==> src/sopwm_pkg.sv <==
package sopwm_pkg;

    // Register byte offsets on the AXI4-Lite port.
    localparam logic [7:0] OFF_CTRL       = 8'h00;
    localparam logic [7:0] OFF_PAIR_FIRST = 8'h04;
    localparam logic [7:0] OFF_PAIR_LAST  = 8'h33;
    localparam logic [7:0] OFF_TRIP_CLEAR = 8'h38;
    localparam logic [7:0] OFF_IRQ_STATUS = 8'h3c;
    localparam logic [7:0] OFF_IRQ_CLEAR  = 8'h40;
    localparam logic [7:0] OFF_IRQ_ENABLE = 8'h44;

    // Values after reset, and the control write mask.
    localparam logic [15:0] CTRL_RESET   = 16'h0012;
    localparam logic [15:0] CTRL_MASK    = 16'h7fff;
    localparam logic [15:0] CMP_RESET    = 16'h0000;
    localparam logic [7:0]  PRESC_RESET  = 8'h00;

    // Interrupt status bit positions.
    localparam int IRQ_TRIP = 0;
    localparam int IRQ_SYNC = 1;
    localparam int IRQ_WRAP = 2;
    localparam int IRQ_W    = 3;

    // Compare field index inside a pair block.
    localparam logic [1:0] FLD_RISE    = 2'h0;
    localparam logic [1:0] FLD_FALL    = 2'h1;
    localparam logic [1:0] FLD_LOW_END = 2'h2;
    localparam logic [1:0] FLD_LEN     = 2'h3;

    // AXI response codes.
    localparam logic [1:0] RESP_OKAY   = 2'h0;
    localparam logic [1:0] RESP_SLVERR = 2'h2;

    // Main control register layout, bit 15 down to bit 0.
    typedef struct packed {
        logic       reserved;
        logic       sync_enable;
        logic       out5_invert;
        logic       out3_invert;
        logic       out1_invert;
        logic       fault_trip_irq_enable;
        logic       bridge_output_enable;
        logic [2:0] clock_prescale_select;
        logic       all_output_invert;
        logic       high_side_off;
        logic       load_compare;
        logic       direction;
        logic       bridge_mode_select;
        logic       all_outputs_enable;
    } sopwm_ctrl_type;

    // Programmed settings of one output pair.
    typedef struct packed {
        logic [15:0] period_length;
        logic [15:0] compare_low_end;
        logic [15:0] compare_fall;
        logic [15:0] compare_rise;
    } sopwm_pair_cfg_type;

endpackage

==> src/sopwm_top.sv <==
// What this block does
// - Standard mode: three pairs, own period, own duty
// - Powers up in H-bridge mode, motor off
// - Output edges come from count versus compares
// - Standard mode: pair k drives out(2k) and out(2k+1)
// - Prescale field 8:6 divides clock by 2^(n+1)
// - Sixteen-bit timer; period length sets period
// - High side rises at compare 0, falls compare 1
// - Low side rises at length, falls compare 2/high
// - Sync enable: falling sync edge clears all counters
// - Bit 13 inverts out5; bits 12,11 invert out3, out1 in standard mode
// - Trip enable: low trip clears enable, interrupts
// - Bridge output enable acts only in bridge mode
// - Control resets to 0x12; bit 1 selects mode
// - High-side-off: 1010 pattern; else bridge disabled: all high
// - Direction picks pair; idle pair low or inverted
module sopwm_top (
    // Clock and reset.
    input  wire logic        aclk,
    input  wire logic        aresetn,
    // AXI4-Lite write address and data.
    input  wire logic [7:0]  awaddr,
    input  wire logic        awvalid,
    output logic             awready,
    input  wire logic [31:0] wdata,
    input  wire logic [3:0]  wstrb,
    input  wire logic        wvalid,
    output logic             wready,
    // AXI4-Lite write response.
    output logic [1:0]       bresp,
    output logic             bvalid,
    input  wire logic        bready,
    // AXI4-Lite read.
    input  wire logic [7:0]  araddr,
    input  wire logic        arvalid,
    output logic             arready,
    output logic [31:0]      rdata,
    output logic [1:0]       rresp,
    output logic             rvalid,
    input  wire logic        rready,
    // Outside pins.
    input  wire logic        external_sync_pin,
    input  wire logic        fault_trip_input,
    // Modulator outputs and interrupt.
    output logic             out0,
    output logic             out1,
    output logic             out2,
    output logic             out3,
    output logic             out4,
    output logic             out5,
    output logic             irq
);
    import sopwm_pkg::*;

    sopwm_ctrl_type     ctrl_q;
    sopwm_pair_cfg_type pair_cfg_q [3];
    logic [2:0]         hs;
    logic [2:0]         ls;
    logic [2:0]         wrap;
    logic [15:0]        pair_count [3];
    logic [IRQ_W-1:0]   irq_status_q;
    logic [IRQ_W-1:0]   irq_enable_q;
    logic [IRQ_W-1:0]   irq_set;
    logic [IRQ_W-1:0]   irq_clr;
    logic [5:0]         out_q;
    logic [5:0]         out_d;
    logic               irq_q;
    logic [7:0]         presc_q;
    logic [7:0]         presc_limit;
    logic               tick;
    logic               sync_prev_q;
    logic               sync_clr;
    logic               trip_hit;

    // Bus handshake state.
    logic        aw_held_q, aw_held_d, w_held_q, w_held_d;
    logic [7:0]  waddr_q, waddr_d;
    logic [31:0] wdata_q, wdata_d;
    logic [3:0]  wstrb_q, wstrb_d;
    logic        bvalid_q, bvalid_d, awready_q, wready_q;
    logic        rvalid_q, rvalid_d, arready_q;
    logic [1:0]  bresp_q, rresp_q, rresp_d;
    logic [31:0] rdata_q, rdata_d;
    logic        do_write, ar_take;
    logic        wr_pair, wr_known;
    logic [7:0]  wr_rel;

    // Byte lanes 0 and 1 carry the sixteen-bit registers.
    function automatic logic [15:0] merge16(input logic [15:0] old,
                                            input logic [31:0] data,
                                            input logic [3:0]  strb);
        merge16 = old;
        if (strb[0]) merge16[7:0] = data[7:0];
        if (strb[1]) merge16[15:8] = data[15:8];
    endfunction

    // Address and data are parked independently, then written together.
    always_comb begin
        aw_held_d = aw_held_q;
        w_held_d  = w_held_q;
        waddr_d   = waddr_q;
        wdata_d   = wdata_q;
        wstrb_d   = wstrb_q;
        if (awvalid && awready_q) begin
            aw_held_d = 1'b1;
            waddr_d   = awaddr;
        end
        if (wvalid && wready_q) begin
            w_held_d = 1'b1;
            wdata_d  = wdata;
            wstrb_d  = wstrb;
        end
        do_write = aw_held_q && w_held_q && !bvalid_q;
        if (do_write) begin
            aw_held_d = 1'b0;
            w_held_d  = 1'b0;
        end
        bvalid_d = (bvalid_q && !bready) || do_write;
    end

    // Write decode of the parked address.
    assign wr_rel   = waddr_q - OFF_PAIR_FIRST;
    assign wr_pair  = waddr_q >= OFF_PAIR_FIRST && waddr_q <= OFF_PAIR_LAST;
    assign wr_known = waddr_q[1:0] == 2'h0 && (wr_pair
                      || waddr_q == OFF_CTRL || waddr_q == OFF_TRIP_CLEAR
                      || waddr_q == OFF_IRQ_STATUS
                      || waddr_q == OFF_IRQ_CLEAR
                      || waddr_q == OFF_IRQ_ENABLE);

    // Write channel registers; ready drops while a word is parked.
    always_ff @(posedge aclk) begin
        if (!aresetn) begin
            aw_held_q <= 1'b0;
            w_held_q  <= 1'b0;
            waddr_q   <= 8'h00;
            wdata_q   <= 32'h0000_0000;
            wstrb_q   <= 4'h0;
            bvalid_q  <= 1'b0;
            bresp_q   <= RESP_OKAY;
            awready_q <= 1'b0;
            wready_q  <= 1'b0;
        end else begin
            aw_held_q <= aw_held_d;
            w_held_q  <= w_held_d;
            waddr_q   <= waddr_d;
            wdata_q   <= wdata_d;
            wstrb_q   <= wstrb_d;
            bvalid_q  <= bvalid_d;
            awready_q <= !aw_held_d && !bvalid_d;
            wready_q  <= !w_held_d && !bvalid_d;
            if (do_write) begin
                bresp_q <= wr_known ? RESP_OKAY : RESP_SLVERR;
            end
        end
    end

    // Read data is taken on the same edge as the address.
    always_comb begin
        ar_take  = arvalid && arready_q;
        rvalid_d = (rvalid_q && !rready) || ar_take;
        rdata_d  = rdata_q;
        rresp_d  = rresp_q;
        if (ar_take) begin
            rdata_d = 32'h0000_0000;
            rresp_d = RESP_OKAY;
            if (araddr[1:0] != 2'h0) begin
                rresp_d = RESP_SLVERR;
            end else if (araddr == OFF_CTRL) begin
                rdata_d[15:0] = ctrl_q;
            end else if (araddr >= OFF_PAIR_FIRST
                         && araddr <= OFF_PAIR_LAST) begin
                rdata_d[15:0] = pair_cfg_q[2'(araddr - OFF_PAIR_FIRST
                                             >> 4)]
                                [16*((araddr - OFF_PAIR_FIRST) >> 2 & 3)
                                 +: 16];
            end else if (araddr == OFF_IRQ_STATUS) begin
                rdata_d[IRQ_W-1:0] = irq_status_q;
            end else if (araddr == OFF_IRQ_ENABLE) begin
                rdata_d[IRQ_W-1:0] = irq_enable_q;
            end else if (araddr != OFF_TRIP_CLEAR
                         && araddr != OFF_IRQ_CLEAR) begin
                rresp_d = RESP_SLVERR;
            end
        end
    end

    // Read channel registers.
    always_ff @(posedge aclk) begin
        if (!aresetn) begin
            rvalid_q  <= 1'b0;
            arready_q <= 1'b0;
            rdata_q   <= 32'h0000_0000;
            rresp_q   <= RESP_OKAY;
        end else begin
            rvalid_q  <= rvalid_d;
            arready_q <= !rvalid_d;
            rdata_q   <= rdata_d;
            rresp_q   <= rresp_d;
        end
    end

    assign trip_hit = ctrl_q.fault_trip_irq_enable && !fault_trip_input;

    // A trip in the same cycle as a control write still clears the enable.
    always_ff @(posedge aclk) begin
        if (!aresetn) begin
            ctrl_q <= sopwm_ctrl_type'(CTRL_RESET);
        end else begin
            if (do_write && waddr_q == OFF_CTRL) begin
                ctrl_q <= sopwm_ctrl_type'(merge16(ctrl_q, wdata_q, wstrb_q)
                                           & CTRL_MASK);
            end
            if (trip_hit) begin
                ctrl_q.all_outputs_enable <= 1'b0;
            end
        end
    end

    assign presc_limit = 8'((9'h002 << ctrl_q.clock_prescale_select)
                            - 9'h001);
    assign tick        = presc_q >= presc_limit;

    // The divider restarts with the counters so a sync lands on a tick grid.
    always_ff @(posedge aclk) begin
        if (!aresetn || sync_clr || tick) begin
            presc_q <= PRESC_RESET;
        end else begin
            presc_q <= presc_q + 8'h01;
        end
    end

    assign sync_clr = ctrl_q.sync_enable && sync_prev_q && !external_sync_pin;

    // The pin is taken as synchronous, so one stage finds the edge.
    always_ff @(posedge aclk) begin
        if (!aresetn) begin
            sync_prev_q <= 1'b1;
        end else begin
            sync_prev_q <= external_sync_pin;
        end
    end

    for (genvar k = 0; k < 3; k++) begin : g_pair
        logic [1:0] fld;
        assign fld = wr_rel[3:2];

        always_ff @(posedge aclk) begin
            if (!aresetn) begin
                pair_cfg_q[k] <= {4{CMP_RESET}};
            end else if (do_write && wr_pair && waddr_q[1:0] == 2'h0
                         && wr_rel[5:4] == 2'(k)) begin
                pair_cfg_q[k][16*fld +: 16] <=
                    merge16(pair_cfg_q[k][16*fld +: 16], wdata_q, wstrb_q);
            end
        end

        sopwm_pair u_pair (
            .aclk         (aclk),
            .aresetn      (aresetn),
            .tick         (tick),
            .sync_clr     (sync_clr),
            .load_compare (ctrl_q.load_compare),
            .cfg          (pair_cfg_q[k]),
            .hs_q         (hs[k]),
            .ls_q         (ls[k]),
            .count_q      (pair_count[k]),
            .wrap_q       (wrap[k])
        );
    end

    // Output selection.
    always_comb begin
        out_d = {ls[2] ^ ctrl_q.out5_invert, hs[2],
                 ls[1] ^ ctrl_q.out3_invert, hs[1],
                 ls[0] ^ ctrl_q.out1_invert, hs[0]};
        if (ctrl_q.bridge_mode_select) begin
            out_d[5:4] = out_d[5:4] ^ {2{ctrl_q.all_output_invert}};
        end
        if (!ctrl_q.all_outputs_enable) begin
            out_d = 6'h00;
        end
        if (ctrl_q.bridge_mode_select) begin
            if (ctrl_q.high_side_off) begin
                out_d[3:0] = 4'h5;
            end else if (!ctrl_q.bridge_output_enable) begin
                out_d[3:0] = 4'hf;
            end else if (ctrl_q.direction) begin
                out_d[3:0] = {{2{ctrl_q.all_output_invert}}, ls[0], hs[0]};
            end else begin
                out_d[3:0] = {ls[0], hs[0], {2{ctrl_q.all_output_invert}}};
            end
        end
    end

    // Every pin leaves from a flop so glitches never reach the bridge.
    always_ff @(posedge aclk) begin
        if (!aresetn) begin
            out_q <= 6'h00;
        end else begin
            out_q <= out_d;
        end
    end

    // Events and clears; a set in the clearing cycle survives.
    always_comb begin
        irq_set           = '0;
        irq_set[IRQ_TRIP] = trip_hit;
        irq_set[IRQ_SYNC] = sync_clr;
        irq_set[IRQ_WRAP] = wrap[0];
        irq_clr           = '0;
        if (do_write && waddr_q == OFF_IRQ_CLEAR && wstrb_q[0]) begin
            irq_clr = wdata_q[IRQ_W-1:0];
        end
        if (do_write && waddr_q == OFF_TRIP_CLEAR) begin
            irq_clr[IRQ_TRIP] = 1'b1;
        end
    end

    // Status, enable and the level interrupt.
    always_ff @(posedge aclk) begin
        if (!aresetn) begin
            irq_status_q <= '0;
            irq_enable_q <= '0;
            irq_q        <= 1'b0;
        end else begin
            irq_status_q <= (irq_status_q & ~irq_clr) | irq_set;
            if (do_write && waddr_q == OFF_IRQ_ENABLE && wstrb_q[0]) begin
                irq_enable_q <= wdata_q[IRQ_W-1:0];
            end
            irq_q <= |(irq_status_q & irq_enable_q);
        end
    end

    assign awready = awready_q;
    assign wready  = wready_q;
    assign bvalid  = bvalid_q;
    assign bresp   = bresp_q;
    assign arready = arready_q;
    assign rvalid  = rvalid_q;
    assign rdata   = rdata_q;
    assign rresp   = rresp_q;
    assign {out5, out4, out3, out2, out1, out0} = out_q;
    assign irq     = irq_q;

    AST_CTRL_RESET: assert property (@(posedge aclk)
        $rose(aresetn) |-> ctrl_q == CTRL_RESET)
        else $error("Control register not at reset value.");

    AST_TRIP_CLEARS: assert property (@(posedge aclk) disable iff (!aresetn)
        trip_hit |=> !ctrl_q.all_outputs_enable && irq_status_q[IRQ_TRIP])
        else $error("Trip did not clear enable and flag.");

    AST_TRIP_CAUSE: assert property (@(posedge aclk) disable iff (!aresetn)
        $rose(irq_status_q[IRQ_TRIP]) |->
            $past(ctrl_q.fault_trip_irq_enable && !fault_trip_input))
        else $error("Trip flag set without an enabled trip.");

    AST_SYNC_CLEAR: assert property (@(posedge aclk) disable iff (!aresetn)
        sync_clr |=> pair_count[0] == 16'h0000 && pair_count[2] == 16'h0000)
        else $error("Sync edge did not clear the counters.");

    AST_HIGH_SIDE_OFF: assert property (@(posedge aclk) disable iff (!aresetn)
        ctrl_q.bridge_mode_select && ctrl_q.high_side_off
            |=> out_q[3:0] == 4'h5)
        else $error("High side off pattern wrong.");

    AST_BRIDGE_IDLE: assert property (@(posedge aclk) disable iff (!aresetn)
        ctrl_q.bridge_mode_select && !ctrl_q.high_side_off
            && !ctrl_q.bridge_output_enable |=> out_q[3:0] == 4'hf)
        else $error("Disabled bridge outputs not all high.");

    AST_DIR_ROUTE: assert property (@(posedge aclk) disable iff (!aresetn)
        ctrl_q.bridge_mode_select && !ctrl_q.high_side_off
            && ctrl_q.bridge_output_enable && ctrl_q.direction
            && !ctrl_q.all_output_invert
            |=> out_q[3:0] == {2'h0, $past(ls[0]), $past(hs[0])})
        else $error("Direction routing wrong.");

    AST_INV5: assert property (@(posedge aclk) disable iff (!aresetn)
        !ctrl_q.bridge_mode_select && ctrl_q.all_outputs_enable
            |=> out_q[5] == $past(ls[2] ^ ctrl_q.out5_invert))
        else $error("Output 5 inversion wrong.");

    AST_PRESC_DIV2: assert property (@(posedge aclk) disable iff (!aresetn)
        tick && ctrl_q.clock_prescale_select == 3'h0 |=> !tick)
        else $error("Divide by two ticked twice in a row.");

endmodule

==> src/sopwm_pair.sv <==
module sopwm_pair (
    // Clock and reset.
    input  wire logic                          aclk,
    input  wire logic                          aresetn,
    // Timing controls.
    input  wire logic                          tick,
    input  wire logic                          sync_clr,
    input  wire logic                          load_compare,
    input  wire sopwm_pkg::sopwm_pair_cfg_type cfg,
    // Waveforms and timer state.
    output logic                               hs_q,
    output logic                               ls_q,
    output logic [15:0]                        count_q,
    output logic                               wrap_q
);
    import sopwm_pkg::*;

    logic [15:0] rise_q;
    logic [15:0] fall_q;
    logic [15:0] low_end_q;
    logic        at_len;
    logic        at_rise;
    logic        at_fall;
    logic        at_low_end;
    logic        step;

    // Edges are judged on the internal compare copies and the live period length.
    assign step       = tick && !sync_clr;
    assign at_len     = count_q == cfg.period_length;
    assign at_rise    = count_q == rise_q;
    assign at_fall    = count_q == fall_q;
    assign at_low_end = count_q == low_end_q;

    always_ff @(posedge aclk) begin
        if (!aresetn || sync_clr) begin
            count_q <= CMP_RESET;
        end else if (tick) begin
            count_q <= at_len ? CMP_RESET : count_q + 16'h0001;
        end
    end

    // One-cycle pulse at the end of each period.
    always_ff @(posedge aclk) begin
        wrap_q <= aresetn && step && at_len;
    end

    // Copies reload only on the 0 to 1 step, so a period never tears.
    always_ff @(posedge aclk) begin
        if (!aresetn) begin
            rise_q    <= CMP_RESET;
            fall_q    <= CMP_RESET;
            low_end_q <= CMP_RESET;
        end else if (step && load_compare && count_q == CMP_RESET) begin
            rise_q    <= cfg.compare_rise;
            fall_q    <= cfg.compare_fall;
            low_end_q <= cfg.compare_low_end;
        end
    end

    always_ff @(posedge aclk) begin
        if (!aresetn) begin
            hs_q <= 1'b0;
        end else if (step && at_fall) begin
            hs_q <= 1'b0;
        end else if (step && at_rise) begin
            hs_q <= 1'b1;
        end
    end

    always_ff @(posedge aclk) begin
        if (!aresetn) begin
            ls_q <= 1'b0;
        end else if (step && at_len) begin
            ls_q <= 1'b1;
        end else if (step && (at_low_end || (at_fall && hs_q))) begin
            ls_q <= 1'b0;
        end
    end

    AST_WRAP_ZERO: assert property (@(posedge aclk) disable iff (!aresetn)
        tick && at_len |=> count_q == 16'h0000)
        else $error("Timer did not wrap to zero at period length.");

    AST_HS_RISE: assert property (@(posedge aclk) disable iff (!aresetn)
        step && at_rise && !at_fall |=> hs_q)
        else $error("High side did not rise at compare rise.");

    AST_LS_RISE: assert property (@(posedge aclk) disable iff (!aresetn)
        step && at_len |=> ls_q)
        else $error("Low side did not rise at period length.");

endmodule

==> config.mk <==
export PLATFORM = sky130hd
export DESIGN_NAME = sopwm_top
export DESIGN_NICKNAME = d
export VERILOG_FILES = /design/src/sopwm_pkg.sv /design/src/sopwm_top.sv /design/src/sopwm_pair.sv
export SDC_FILE = /design/constraint.sdc
export NUM_CORES = 1
export LEC_CHECK = 0
export BUFFER_PORTS_ARGS = -buffer_cell sky130_fd_sc_hd__buf_2
export CAP_MARGIN = 20
export CORE_ASPECT_RATIO = 0.6
export CORE_MARGIN = 2
export CORE_UTILIZATION = 50
export CTS_BUF_LIST = sky130_fd_sc_hd__clkbuf_4 sky130_fd_sc_hd__clkbuf_8
export CTS_CLUSTER_SIZE = 25
export DETAILED_ROUTE_END_ITERATION = 12
export GPL_TIMING_DRIVEN = 1
export HOLD_SLACK_MARGIN = 0.03
export PLACE_DENSITY = 0.67
export SLEW_MARGIN = 20
export SYNTH_ARGS = -nofsm -noshare
export SYNTH_HDL_FRONTEND = slang
export SYNTH_HIERARCHICAL = 1
export SYNTH_SLANG_ARGS = --single-unit
export TNS_END_PERCENT = 5
==> constraint.sdc <==
create_clock -name aclk -period 9.7 [get_ports aclk]
set_input_delay 1.94 -clock aclk [delete_from_list [all_inputs] [get_ports aclk]]
set_output_delay 1.94 -clock aclk [all_outputs]
set_load 0.02 [all_outputs]
## After elaboration in Yosys (flattened, before gate mapping)

Memories as Yosys holds them, arrays and structs flattened.
Cells that the tools add are included.

- RAM bits: 192
- Output and inout bits: 48
- Memories kept: 1
- Register bits after elaboration: 289
- Input port bits: 61

Memory list:

| memory | depth | bits a word | rd ports | clocked after Yosys merged registers in | wr ports | RTL line | source |
|---|---|---|---|---|---|---|---|
| pair_cfg_q | 3 | 64 | 4 | 0 | 3 | sopwm_top.sv:56 | `sopwm_pair_cfg_type pair_cfg_q [3];` |

- Bitwise gates (word level): 201
- Equality and inequality tests: 22
- $add $sub $neg: 9
- Shift operators: 9
- $lt $le $gt $ge: 5
- Muxes and demuxes: 254
- Reduce and logical (&&, ||, !) cells: 91

Operator list:

| cell | count |
|---|---|
| $shiftx A64 B7 Y16 | 4 |
| $mux W1 | 210 |
| $eq A16 B16 Y1 | 12 |
| $mux W64 | 3 |
| $or A1 B1 Y1 | 192 |
| $shiftx A16 B34 Y64 | 3 |
| $mux W8 | 18 |
| $mux W16 | 5 |
| $shift A16 B34 Y64 const A | 1 |
| $logic_and A1 B1 Y1 | 49 |
| $add A16 B1 Y16 const B | 3 |
| $logic_not A16 Y1 | 3 |
| $neg A6 Y34 | 1 |
| $eq A8 B6 Y1 const B | 3 |
| $eq A8 B7 Y1 const B | 3 |
| $mux W4 | 5 |
| $ge A8 B3 Y1 const B | 2 |
| $le A8 B6 Y1 const B | 2 |
| $logic_not A8 Y1 | 2 |
| $mux W2 | 8 |
| $mux W13 | 1 |
| $logic_or A1 B1 Y1 | 12 |
| $mux W3 | 4 |
| $sub A6 B3 Y6 const B | 2 |
| 21 further kinds | 43 |

## Depth between registers and ports, before layout

Gate-level depths: netlist (run 1).

- Depth after elaboration: 9
- Mapped depth: 14

## Cells and area by module

Netlist (run 1), hierarchy kept.

By module, submodules not included:

| module | cells an instance | area an instance (um2) | times used |
|---|---|---|---|
| sopwm_top | 1333 | 14855.5 | 1 |
| sopwm_pair | 357 | 3487.1 | 3 |

## Least setup slack after synthesis (run 1)

OpenSTA, ideal clock, no wires.

- Path kind: input to register
- Start point: input araddr[2]
- End point: register rdata_q[0] (netlist: rdata[0])
- Library setup time: 0.124 ns
- Data required time: 9.576 ns
- Path buffers: 4
- Setup slack: 5.151 ns
- Data arrival time: 4.425 ns
- Cell stages on the path: 11
- Cell sequence: buf_4 -> buf_2 -> clkbuf_1 -> inv_1 -> ha_1 -> xnor2_1 -> buf_6 -> mux4_2 -> nor3b_1 -> o211ai_1 -> nand3_1

- Longest elaborated chain between the ends: 6

Ends and longest elaborated chain:

| item | RTL line | source |
|---|---|---|
| from (decl) | sopwm_top.sv:34 | `input wire logic [7:0] araddr,` |
| $sub A6 B3 Y6 / $eq A8 B7 Y1 (equally long branches) | sopwm_top.sv:172, sopwm_top.sv:178 |  |
| $mem_v2 Z3 W64 / $mux W3 (equally long branches) | n/a |  |
| $shiftx A64 B7 Y16 / $mux W3 (equally long branches) | sopwm_top.sv:172, sopwm_top.sv:176 |  |
| $mux W3 | sopwm_top.sv:170 | `end else if (araddr >= OFF_PAIR_FIRST` |
| $mux W16 * | sopwm_top.sv:168 | `end else if (araddr == OFF_CTRL) begin` |
| $mux W16 * | sopwm_top.sv:166 | `if (araddr[1:0] != 2'h0) begin` |
| to (signal assigned) | sopwm_top.sv:197 | `rdata_q <= rdata_d;` |
| to (decl) | sopwm_top.sv:83 | `logic [31:0] rdata_q, rdata_d;` |

Every way passes the cells marked *; elsewhere a longest branch is shown, timed or not.
A chain may end at the register's enable or synchronous reset.

## Worst setup path after layout (run 1)

- Start point: input araddr[2]
- End point: register rdata_q[5] (netlist: rdata[5])

- Longest elaborated chain between the ends: 6

Ends and longest elaborated chain:

| item | RTL line | source |
|---|---|---|
| $sub A6 B3 Y6 | sopwm_top.sv:172 | `rdata_d[15:0] = pair_cfg_q[2'(araddr - OFF_PAIR_FIRST` |
| $mem_v2 Z3 W64 | n/a |  |
| $shiftx A64 B7 Y16 | sopwm_top.sv:172 |  |
| $mux W13 | sopwm_top.sv:170 |  |
| $mux W16 * | sopwm_top.sv:168 |  |
| $mux W16 * | sopwm_top.sv:166 |  |

Marks and branches as above.

==> results.toml, run 1 <==
[setup_path]
critPathMaxFanout = 40
path_depth = 9
cp-startpoint = "araddr[2]"
endpoint_kind = "flip-flop"
rr_startpoint = "ctrl_q[7]"
critPathBufInv = 3
worst_ep_arrival_time_ns = 5.38
cp_slowest_stage_delay_ns = 0.63
cp-start-kind = "primary input"
worstPathRequired_ns = 10.23
path_class = "in2reg"
path_delay_family = "buffers and inverters"
crit_chain = "buf_2 > inv_1 > ha_1 > xor2_4 > buf_4 > mux4_1 > mux2i_1 > o21a_1 > o21ai_1"
rr_worst_depth = 12
cp_slowest_cell = "mux4_1"

[grt]
grt_antenna_before_repair = 6
grt_pass1_wl_mm = 123
grt_start_max_net_pins = 85
track_usage_pct = 32.7
grt_pass1_vias = 18000
overflow = 0

[place]
place_hpwl_mm = 62.0
place_congestion = 1.01
placed_cell_area_um2 = 25700
portBuffers = 72
place_inst = 2972

[clock_network]
cts_tree = "done"
htree_num_levels = 3
clk_pin_slew_ns = 0.07
clock-sinks = 479
clockBufferDepth = 3
clock-root-buffer = "clkbuf_8"
numCtsBuffers = 75
clk_latency_ns = 0.66
ctsHoldBuffers = 0
post_cts_resize_count = 0
post-cts-setup-buffer-count = 0

[synthesis]
synth_area_um2 = 25300
yosys_warnings = 6
synthCells = 2402
syn_avg_cell_area_um2 = 10.5

[floorplan]
die_w_um = 294
die_h_um = 178
rows = 63
core_area_um2 = 49700
start_util_pct = 50.9
io_pins = 109
die_area_um2 = 52400

[sta]
fmax_mhz = 206
worst_clock_skew_ns = 0.0280
final.setup.tns_ns = 0
slew_violations = 0
relSlewSlack_pct = 21.7
period_share_pct = 50.0
hold_violations = 0
period_needed_ns = 4.85
rsz0062_at_grt = "false"
tightest_slew_ns = 1.17
setup_violations = 0

[drt]
detail-route-antenna-nets = 0
drtIter0Drc = 2535
wl_per_cell_um = 27.5
vias = 19200
avgViaCountPerCell = 6.17
drc = 0
routed_wl_mm = 85.6
drt-pass1-iter-count = 6

[run]
maxCapViolCount = 0

[final_layout]
area.growth.synth_to_final_pct = 8.08
fillers = 4345
drive_above_1_share_pct = 15.4
layout.nets = 2486
multiInputGateArea_um2 = 12800
seq_area_um2 = 11500
stdcell_area_um2 = 27300
fin_cells = 3109

[pwr]
p_int_mw = 3.43
switching_power_mw = 1.39
vdd_drop_max_uv = 122
finalPower_mw = 4.82
swShare_pct = 28.8
clock_power_share_pct = 39.2
power_leakage_nw = 10.0
p_seq_share_pct = 47.4
p_comb_share_pct = 13.4
power-per-cell-area_nw_per_um2 = 176

[min_path]
hold_start = "g_pair[0].u_pair/wrap_q"
holdPathStages = 2
hp-class = "reg2reg"

[status]
run_status = "finished, final reports clean"
==> power groups by stage <==
stage | sequential, mW | combinational, mW | clock, mW
floorplan | 2.23 | 0.485 | 0
global placement | 2.31 | 0.620 | 0
detailed placement | 2.32 | 0.628 | 0
CTS | 2.27 | 0.633 | 1.90
global route | 2.28 | 0.690 | 2.00
finish | 2.28 | 0.646 | 1.89
==> area by class of cell <==
cell class	count	share of cell area, %
clock buffers	121	5.36
repair buffers	92	1.89
clock inverters	13	0.573
multi-input cells	1728	46.7
diodes	3	0.0275
inverters	23	0.316
flip-flops and latches	479	42.2
well taps	650	2.98
==> per-layer routing <==
metal  share of wire, %  GRT usage [%]  routed length (um)  vias up
met4                2.4           8.31                2030        4
met1                 43           47.3               36800     9383
met3                 17           17.7               14800      141
met2                 37           40.9               31700     1261
li1                   -              -                   -     8390
met5               0.25           2.72                 212        -
==> tightest hold or removal path: stages (launching register included) <==
cell	delay, ns
dfxtp_1	0.31
a21oi_1	0.03
nor2b_1	0.09
==> metrics by stage <==
stage | hold WS (ns) | setup slack, ns | utilization, %
finish | 0.465 | 4.85 | 55.0
global route | 0.485 | 4.82 | 55.0
CTS | 0.471 | 4.99 | 55.0
detailed placement | 0.466 | 4.31 | 51.7
global placement | 0.442 | 4.28 | 51.7
floorplan | 0.434 | 5.15 | -
==> layout by cell type, fill, tap and decap left out, types with 6 or more instances in the layout <==
cell type / n
clkbuf_8: 89
nor2_1: 275
nand2_1: 186
a21boi_0: 35
xnor2_1: 78
mux4_2: 67
nand4_1: 30
nand2b_1: 16
dfxtp_1: 285
clkbuf_4: 32
a311oi_1: 6
o21a_1: 10
buf_2: 71
o211ai_1: 15
ha_1: 25
buf_4: 20
a21oi_1: 31
nor3b_1: 12
o2111ai_1: 9
conb_1: 18
a22oi_1: 8
a22o_1: 12
nand3_1: 66
or2_2: 49
and3_1: 12
nor2b_1: 163
edfxtp_1: 192
mux2i_1: 238
nor4_1: 50
inv_1: 23
xor2_1: 172
o21ai_0: 26
nor3_1: 25
==> sequential cells by signal, summed over array words and instances, names as in the netlist, 2 cells and up <==
name and flops:
irq_enable_q 3, wstrb_q 2, g_pair.u_pair/count_q 48, out_q 6
g_pair.u_pair/hs_q 3, g_pair.u_pair/rise_q 48, g_pair.u_pair/ls_q 3, waddr_q 8
rdata 16, presc_q 8, pair_cfg_q 192, irq_status_q 3
wdata_q 16, g_pair.u_pair/low_end_q 48, ctrl_q 15, g_pair.u_pair/fall_q 48
==> final timing paths <==
kind,to,slack [ns]
max,rdata[5],4.85
min,irq_status_q[2],0.46
max reg2reg,g_pair[1].u_pair/low_end_q[14],5.77
min reg2reg,irq_status_q[2],0.46
Power figures use the tool's default switching activity.
==> inputs of run 2 (changes only) <==
--- a/config.mk
+++ b/config.mk
@@ -5,6 +5,7 @@
 export SDC_FILE = /design/constraint.sdc
 export NUM_CORES = 1
 export LEC_CHECK = 0
+export ABC_AREA = 1
 export BUFFER_PORTS_ARGS = -buffer_cell sky130_fd_sc_hd__buf_2
 export CAP_MARGIN = 20
 export CORE_ASPECT_RATIO = 0.6
==> constraint.sdc (replaced) <==
create_clock -name aclk -period 5 [get_ports aclk]
set_input_delay 1 -clock aclk [delete_from_list [all_inputs] [get_ports aclk]]
set_output_delay 1 -clock aclk [all_outputs]
set_load 0.02 [all_outputs]
==> results.toml, run 2 <==
[drt]
avgViaCountPerCell = 5.65
drc = 0
routed_wl_mm = 93.5
detail-route-antenna-nets = 0
drt-pass1-iter-count = 8
vias = 24900
drtIter0Drc = 3787
wl_per_cell_um = 21.2

[clock_network]
clk_latency_ns = 0.68
post_cts_resize_count = 0
cts_tree = "done"
htree_num_levels = 3
ctsHoldBuffers = 0
clock-root-buffer = "clkbuf_8"
clk_pin_slew_ns = 0.08
post-cts-setup-buffer-count = 0
clock-sinks = 479
clockBufferDepth = 3
numCtsBuffers = 75

[place]
portBuffers = 72
place_hpwl_mm = 66.2
placed_cell_area_um2 = 26600
place_congestion = 1.00
place_inst = 4265

[final_layout]
fin_cells = 4406
fillers = 5105
final_common_cell = "nand2_1"
largest_reg_flops = 192
area.growth.synth_to_final_pct = 8.03
seq_area_um2 = 11500
top_register = "pair_cfg_q"
stdcell_area_um2 = 28200
mostFrequentLayoutCells = "796 x nand2_1, 683 x nor2_1, 330 x inv_1, 330 x o21ai_0, 286 x dfxtp_1"
multiInputGateArea_um2 = 12100
layout.nets = 3737
drive_above_1_share_pct = 9.11

[sta]
tightest_slew_ns = 1.11
period_needed_ns = 3.65
final.setup.tns_ns = 0
hold_violations = 0
rsz0062_at_grt = "false"
worst_clock_skew_ns = 0.0332
slew_violations = 0
period_share_pct = 73.1
relSlewSlack_pct = 26.0
setup_violations = 0
fmax_mhz = 274

[setup_path]
critPathMaxFanout = 23
path_class = "reg2reg"
worst_ep_arrival_time_ns = 3.84
worstPathRequired_ns = 5.19
endpoint_kind = "flip-flop"
cp-start-kind = "flip-flop"

[floorplan]
io_pins = 109
die_w_um = 299
start_util_pct = 51.0
rows = 64
die_h_um = 181
core_area_um2 = 51200
die_area_um2 = 54200

[pwr]
p_int_mw = 6.66
p_seq_share_pct = 44.6
p_comb_share_pct = 17.8
finalPower_mw = 9.80
switching_power_mw = 3.15
power_leakage_nw = 11.8
swShare_pct = 32.1
vdd_drop_max_uv = 290
power-per-cell-area_nw_per_um2 = 347
clock_power_share_pct = 37.7

[grt]
overflow = 0
grt_antenna_before_repair = 2
grt_pass1_vias = 22100
grt_pass1_wl_mm = 140
grt_start_max_net_pins = 105
track_usage_pct = 34.2

[status]
run_status = "finished, final reports clean"

[synthesis]
syn_avg_cell_area_um2 = 7.16
synth_area_um2 = 26100
synthCells = 3648
yosys_warnings = 6

[run]
maxCapViolCount = 0

[min_path]
hp-class = "reg2reg"
run 2: path summary, 6_finish.rpt:
| kind | cells past startpoint | slack, ns | to | start |
|---|---|---|---|---|
| worst max-delay path | 11 | 1.35 | pair_cfg_q[0][34] | waddr_q[2] |
| worst min-delay path | 2 | 0.43 | irq_status_q[2] | g_pair[0].u_pair/wrap_q |
| worst max register to register | 11 | 1.35 | pair_cfg_q[0][34] | waddr_q[2] |
| worst min register to register | 2 | 0.43 | irq_status_q[2] | g_pair[0].u_pair/wrap_q |
run 2: through the flow:
stage | hold slack [ns] | util, % | worst slack [ns]
floorplan | 0.415 | - | 0.768
CTS | 0.431 | 55.1 | 1.45
detailed placement | 0.436 | 51.9 | 1.12
global placement | 0.431 | 51.9 | 1.16
global route | 0.459 | 55.1 | 1.21
finish | 0.426 | 55.1 | 1.35
run 2: worst max-delay path: stages (launching register included):
cell and delay (ns):
dfxtp_4 0.45, inv_2 0.30, ha_2 0.43, inv_2 0.14, nor3_1 0.27, o21ai_0 0.17, o211ai_2 0.14, nor2_1 0.07
buf_4 0.18, nand3_1 0.08, buf_4 0.30, nand2_1 0.62
run 2: power groups by stage:
stage	sequential, mW	clock [mW]	combinational [mW]
floorplan	4.34	0	1.23
global placement	4.43	0	1.66
detailed placement	4.43	0	1.67
CTS	4.35	3.72	1.68
global route	4.37	3.90	1.92
finish	4.37	3.69	1.74
run 2: area by class of cell:
cell class              count  area share (%)
diodes                      1         0.00886
inverters                 373            5.00
repair buffers            113            2.40
multi-input cells        2608            43.0
clock inverters            25           0.838
clock buffers             114            4.94
well taps                 693            3.07
flip-flops and latches    479            40.8
run 2: metal layers:
metal	track usage (%)	routed length, um
met2	43.2	34300
met4	7.80	2060
met1	51.9	41000
met3	15.5	16200
met5	0	0
